<file path="src/hw/iie_pkg.sv">
// constants for the increment instruction execution block
//==========================================================
package iie_pkg;
  //==========================================================
  // instruction word layout
  localparam int INSTR_W = 12;
  localparam int DATA_W = 8;
  localparam int ADDR_W = 5;
  localparam int OPC_MSB = 11;
  localparam int OPC_LSB = 6;
  localparam int DEST_BIT = 5;
  // opcode field values (bits 11..6)
  localparam logic [5:0] OPC_INC = 6'h0a;
  localparam logic [5:0] OPC_INC_SKIP = 6'h0f;
  // reset values
  localparam logic [DATA_W-1:0] DATA_RST = 8'h00;
  localparam logic [ADDR_W-1:0] ADDR_RST = 5'h00;
endpackage

</file>
<file path="src/hw/iie_exec.sv">
// execution of the two increment instructions of the core
`timescale 1ns/1ns
`default_nettype none
module iie_exec
  import iie_pkg::*;
(
  // clock and reset
  input wire logic clk,
  input wire logic rst,
  // instruction issue
  input wire logic instr_valid,
  input wire logic [INSTR_W-1:0] instr_word,
  // file register read data for the addressed register
  input wire logic [DATA_W-1:0] file_rdata,
  // file register read address
  output logic [ADDR_W-1:0] file_raddr,
  // file register write port
  output logic file_we,
  output logic [ADDR_W-1:0] file_waddr,
  output logic [DATA_W-1:0] file_wdata,
  // accumulator write port
  output logic acc_we,
  output logic [DATA_W-1:0] acc_wdata,
  // zero flag update
  output logic zero_we,
  output logic zero_val,
  // prefetched word discarded, nop cycle runs
  output logic skip_nop,
  // instruction busy for a second cycle
  output logic busy
);
  //==========================================================
  // local constants
  // step added to the operand
  localparam logic [DATA_W-1:0] DATA_ONE = 8'h01;
  // all-zero data value, the skip and zero flag test
  localparam logic [DATA_W-1:0] DATA_ZERO = 8'h00;
  // idle level of every one-bit strobe
  localparam logic STROBE_IDLE = 1'h0;

  //==========================================================
  // helper functions
  // opcode field of an instruction word
  function automatic logic [OPC_MSB-OPC_LSB:0] opc_of(input logic [INSTR_W-1:0] word);
    return word[OPC_MSB:OPC_LSB];
  endfunction

  // destination select bit of an instruction word
  function automatic logic dest_of(input logic [INSTR_W-1:0] word);
    return word[DEST_BIT];
  endfunction

  // file register address field of an instruction word
  function automatic logic [ADDR_W-1:0] addr_of(input logic [INSTR_W-1:0] word);
    return word[ADDR_W-1:0];
  endfunction

  // increment on the 8-bit path; the carry out is dropped on purpose
  function automatic logic [DATA_W-1:0] inc_wrap(input logic [DATA_W-1:0] value);
    return value + DATA_ONE;
  endfunction

  // true when a data value is all zeros
  function automatic logic is_zero(input logic [DATA_W-1:0] value);
    return (value == DATA_ZERO);
  endfunction

  //==========================================================
  // registers behind the outputs
  // file write strobe
  logic file_we_q;
  logic file_we_d;
  // file write address
  logic [ADDR_W-1:0] file_waddr_q;
  logic [ADDR_W-1:0] file_waddr_d;
  // file write data
  logic [DATA_W-1:0] file_wdata_q;
  logic [DATA_W-1:0] file_wdata_d;
  // accumulator write strobe
  logic acc_we_q;
  logic acc_we_d;
  // accumulator write data
  logic [DATA_W-1:0] acc_wdata_q;
  logic [DATA_W-1:0] acc_wdata_d;
  // zero flag load strobe
  logic zero_we_q;
  logic zero_we_d;
  // zero flag value
  logic zero_val_q;
  logic zero_val_d;
  // discard marker for the prefetched word
  logic skip_q;
  logic skip_d;
  // second cycle of a skipping instruction
  logic busy_q;
  logic busy_d;

  //==========================================================
  // decode
  // opcode bits of the issued word
  wire [OPC_MSB-OPC_LSB:0] opc_field = opc_of(instr_word);
  // destination select of the issued word
  wire dest_field = dest_of(instr_word);
  // file address of the issued word
  wire [ADDR_W-1:0] addr_field = addr_of(instr_word);
  // a word shown while the skip runs is the discarded one
  wire word_live = instr_valid && !skip_q;
  // plain increment detected
  wire is_inc = word_live && (opc_field == OPC_INC);
  // increment with skip detected
  wire is_inc_skip = word_live && (opc_field == OPC_INC_SKIP);
  // either increment form
  wire is_any = is_inc || is_inc_skip;

  //==========================================================
  // data path
  // sum wraps on the 8-bit path
  wire [DATA_W-1:0] sum = inc_wrap(file_rdata);
  // all-ones operand gives zero here
  wire res_zero = is_zero(sum);
  // skip form with a zero result drops the next word
  wire take_skip = is_inc_skip && res_zero;

  //==========================================================
  // next values
  // destination one: back to the same file
  assign file_we_d = is_any && dest_field;
  // same address that was read
  assign file_waddr_d = addr_field;
  // incremented value for the file
  assign file_wdata_d = sum;
  // destination zero: accumulator, file left alone
  assign acc_we_d = is_any && !dest_field;
  // incremented value for the accumulator
  assign acc_wdata_d = sum;
  // only the plain form touches the zero flag
  assign zero_we_d = is_inc;
  // zero flag follows the wrapped result
  assign zero_val_d = res_zero;
  // zero result kills the next word for one cycle
  assign skip_d = take_skip;
  // the nop cycle makes the skip form two cycles long
  assign busy_d = take_skip;

  //==========================================================
  // file write strobe register
  always_ff @(posedge clk) begin
    if (rst) begin
      file_we_q <= STROBE_IDLE;
    end else begin
      file_we_q <= file_we_d;
    end
  end

  // file write address register
  always_ff @(posedge clk) begin
    if (rst) begin
      file_waddr_q <= ADDR_RST;
    end else begin
      file_waddr_q <= file_waddr_d;
    end
  end

  // file write data register
  always_ff @(posedge clk) begin
    if (rst) begin
      file_wdata_q <= DATA_RST;
    end else begin
      file_wdata_q <= file_wdata_d;
    end
  end

  // accumulator strobe register
  always_ff @(posedge clk) begin
    if (rst) begin
      acc_we_q <= STROBE_IDLE;
    end else begin
      acc_we_q <= acc_we_d;
    end
  end

  // accumulator data register
  always_ff @(posedge clk) begin
    if (rst) begin
      acc_wdata_q <= DATA_RST;
    end else begin
      acc_wdata_q <= acc_wdata_d;
    end
  end

  // zero flag strobe register
  always_ff @(posedge clk) begin
    if (rst) begin
      zero_we_q <= STROBE_IDLE;
    end else begin
      zero_we_q <= zero_we_d;
    end
  end

  // zero flag value register
  always_ff @(posedge clk) begin
    if (rst) begin
      zero_val_q <= STROBE_IDLE;
    end else begin
      zero_val_q <= zero_val_d;
    end
  end

  // skip marker register; lasts exactly one cycle
  always_ff @(posedge clk) begin
    if (rst) begin
      skip_q <= STROBE_IDLE;
    end else begin
      skip_q <= skip_d;
    end
  end

  // busy register for the second cycle
  always_ff @(posedge clk) begin
    if (rst) begin
      busy_q <= STROBE_IDLE;
    end else begin
      busy_q <= busy_d;
    end
  end

  //==========================================================
  // outputs
  // read address comes straight from the word; the file answers in the same cycle
  assign file_raddr = addr_field;
  // write port to the file registers
  assign file_we = file_we_q;
  assign file_waddr = file_waddr_q;
  assign file_wdata = file_wdata_q;
  // write port to the accumulator
  assign acc_we = acc_we_q;
  assign acc_wdata = acc_wdata_q;
  // zero flag update
  assign zero_we = zero_we_q;
  assign zero_val = zero_val_q;
  // skip and busy markers
  assign skip_nop = skip_q;
  assign busy = busy_q;
endmodule
`default_nettype wire

</file>
<file path="config.mk">
export PLATFORM = sky130hd
export DESIGN_NAME = iie_exec
export DESIGN_NICKNAME = d
export VERILOG_FILES = /design/src/hw/iie_pkg.sv /design/src/hw/iie_exec.sv
export SDC_FILE = /design/constraint.sdc
export NUM_CORES = 1
export LEC_CHECK = 0
export ABC_AREA = 1
export BUFFER_PORTS_ARGS = -buffer_cell sky130_fd_sc_hd__buf_4
export CORE_ASPECT_RATIO = 0.75
export CORE_UTILIZATION = 40
export CTS_CLUSTER_DIAMETER = 120
export DETAILED_ROUTE_END_ITERATION = 8
export PLACE_DENSITY = 0.86
export SETUP_SLACK_MARGIN = 0.1
export SLEW_MARGIN = 20
export SYNTH_ARGS = -nofsm -noshare
export SYNTH_HDL_FRONTEND = slang
export SYNTH_SLANG_ARGS = --single-unit
</file>
<file path="constraint.sdc">
create_clock -name clk -period 1.3 [get_ports clk]
set_clock_uncertainty 0.05 [all_clocks]
set_input_delay 0.195 -clock clk [delete_from_list [all_inputs] [get_ports clk]]
set_output_delay 0.195 -clock clk [all_outputs]
set_load 0.01 [all_outputs]
</file>
==> results.md <==
* Type of element launching the critical path: flop
* Total length of routed met3 wires at 151 um
* Post-layout minimum cycle time at 1120 ps
* Power density normalized to cell area at 979 mW/mm^2
* Nature of the critical path endpoint: flop
* Maximum net fanout on the critical path at 3
* Number of top-level pins at 55
* Post-CTS resize count at 0
* Initial DRC Count at 7
* Total congestion overflow at 0
* Met1 wire length at 709 um
* Post-Place Setup Slack at -30.8 ps
* First-pass GRT wire length at 2610 um
* Cell internal pwr at 0.872 mW
* Largest net degree at the start of global routing at 18
* Switching power of the nets at 0.287 mW
* Count of state elements after synthesis at 18
* Number of violations of the max-capacitance limit at 0
* H-tree level count at 1
* Number of buffers added to fix hold violations after cts at 0
* Highest routed layer: met4
* Final Routed Wirelength at 1740 um
* Clk pwr share at 0.295
* Class of the tightest hold or removal check: in -> reg
* Proportion of synthesized chip area in sequential cells at 0.439
* Post-synthesis instance total at 105
* Slew Viols, Final at 0
* Total via count after detailed routing at 767
* Leakage Power at 0.645 nW
* Initial standard-cell utilization of the core at 0.451
* Category of the most critical setup path: reg -> reg
* Fmax at 0.893 GHz
* Number of antenna violations at the first check in global routing at 0
* Number of synthesis warnings at 0
* Final weighted congestion in routability-driven placement at 0.720
* Row count at 13
* Total die area at 0.00224 mm^2
* Cell breakdown of the critical path: nor4b_2 -> o21ai_0 -> nor2_1
* Stage delay of the slowest cell on the critical path at 360 ps
* Antenna Nets Post-Route at 0
* DP HPWL at 1430 um
* Buffers from clock root to sink, at most at 2
* Combinational fraction of design power at 0.199
* Final worst path period share at 0.861
* Commonest non-fill, non-tap cell in the layout: buf_4
* Postcts setup bufs at 0
* TritonCTS clock tree: yes
* Total number of nets in the final design at 173
* Root buffer cell: clkbuf_4
* Final number of setup-violating endpoints at 0
* Unrepaired setup endpoints after global routing: false
* Worst relative slew slack at 0.807
* Amount of wire on met2 after detailed routing at 870 um
* Clock-pin slew on the worst setup and hold paths at 100 ps
* Global router's overall resource usage at 0.176
* Least setup slack across all paths after layout at 181 ps
* Worst VDD drop at 825 uV
* Most used cells in the layout excluding fill and tap cells: buf_4, dfxtp_1, nor2_1
* Result of the run: completed
* I/O Buffers at 54
* Clk sinks at 18
* Net Sw Frac at 0.248
* Worst Max-Slew Pin Slew at 288 ps
* Net count of the mapped netlist at 129
* Post-DR wirelength/cell at 10.3 um
* Worst hold slack at 24.6 ps
* Share of the core filled with cells in the final layout at 0.650
* Die Width at 54.3 um
* Vias in the first global route at 688
* # DRC at 0
* Floorplan core area at 0.00182 mm^2
* Die outline height at 41.2 um
* Count of endpoints failing hold in the final timing report at 0
* Proportion of layout cells with a drive suffix above 1 at 0.473
* Layout-stage area growth over the synthesis result at 44.2%
* Antenna cells at 0
* Total clock buffers created by CTS at 3
* Post-DR vias/cell at 4.51
* Endpoint required time on the critical path at 1490 ps
* Cell area after synthesis at 821 um^2
* Standard cell with the maximum stage delay on the critical path: dfxtp_1
* Synthesized area divided by synthesized cell count at 7.82 um^2
* First-pass DRT Iterations at 2
* Relative contribution of sequential cells to total power at 0.506
* Data arrival time of the critical path at 1310 ps
* Skew-Pair Late Insertion Delay at 290 ps
* Count of unique library cells instantiated by Yosys at 20
## flip-flops by register name, summed over array words and instances (netlist names)
register and count:
file_we 1, file_waddr 5, busy 1, zero_we 1, acc_we 1, acc_wdata 8
zero_val 1
## logic make-up (layout without fill, tap and decap cells)
group / after synthesis / count (layout) / share of synthesized area
adder cells (fa/ha/maj): 1 / 1 / 0.0152
AO/OA/AOI/OAI: 6 / 6 / 0.0488
AND/OR/NAND/NOR: 47 / 47 / 0.274
flip-flops: 18 / 18 / 0.439
buffers and inverters: 32 / 75 / 0.212
XOR/XNOR: 1 / 1 / 0.0107
## metrics by stage
step / area, um^2 / total power, mW / setup TNS, ps / cells
2_1_floorplan: 821 / 0.716 / 0 / 105
3_3_place_gp: 1150 / 0.823 / 0 / 166
3_5_place_dp: 1150 / 0.831 / -30.8 / 166
4_1_cts: 1180 / 1.18 / 0 / 170
5_1_grt: 1180 / 1.23 / 0 / 170
6_report: 1180 / 1.16 / 0 / 170
## cell type report
cell class	instances	area, um^2
Clock buffer	4	36.3
Fill cell	161	638
Inverter	16	60.1
Multi-Input combinational cell	55	287
Sequential cell	18	360
Tap cell	22	27.5
Timing Repair Buffer	55	413
## worst max-delay path, delay by kind of cell, from the launching register on
kind             cells  cell delay, ps
AND/OR/NAND/NOR      2             470
flip-flops           1             360
AO/OA/AOI/OAI        1             180
## worst paths after layout
kind	depth (start not counted)	endpoint	slack (ps)	from
worst max register to register	3	acc_we$_SDFF_PP0_	180	busy$_SDFF_PP0_
worst max-delay path	3	acc_we$_SDFF_PP0_	180	busy$_SDFF_PP0_
worst min-delay path	2	acc_wdata[0]$_SDFF_PP0_	20	file_rdata[0]
worst min register to register	3	zero_we$_SDFF_PP0_	560	busy$_SDFF_PP0_
## power by group through the flow
stage                     Sequential [mW]  Combinational, mW  Clock (mW)
after floorplan                     0.610              0.106           0
after global placement              0.597              0.226           0
after detailed placement            0.599              0.232           0
after CTS                           0.586              0.233       0.359
after global routing                0.589              0.258       0.382
final                               0.586              0.231       0.342
## layer usage
metal / vias up / GRT usage
met5: - / 0
met3: 3 / 0.0852
met2: 40 / 0.326
li1: 388 / -
met4: 0 / 0.0641
met1: 336 / 0.175
## cells in the mapped netlist
master | count | area share
nand2_1 | 13 | 0.059
o21ai_2 | 1 | 0.011
nand3_2 | 2 | 0.024
a21oi_1 | 3 | 0.018
xor2_1 | 1 | 0.011
o21bai_2 | 1 | 0.014
nand3_1 | 6 | 0.037
dfxtp_1 | 18 | 0.44
ha_1 | 1 | 0.015
buf_4 | 14 | 0.13
nor3_1 | 2 | 0.012
clkbuf_1 | 1 | 0.0046
buf_2 | 1 | 0.0061
nor2_2 | 3 | 0.023
or2_2 | 1 | 0.0076
inv_1 | 16 | 0.073
nor4b_2 | 1 | 0.018
o21ai_0 | 1 | 0.0061
nor2_1 | 17 | 0.078
nand2_2 | 2 | 0.015
Power figures use the tool's default switching activity.
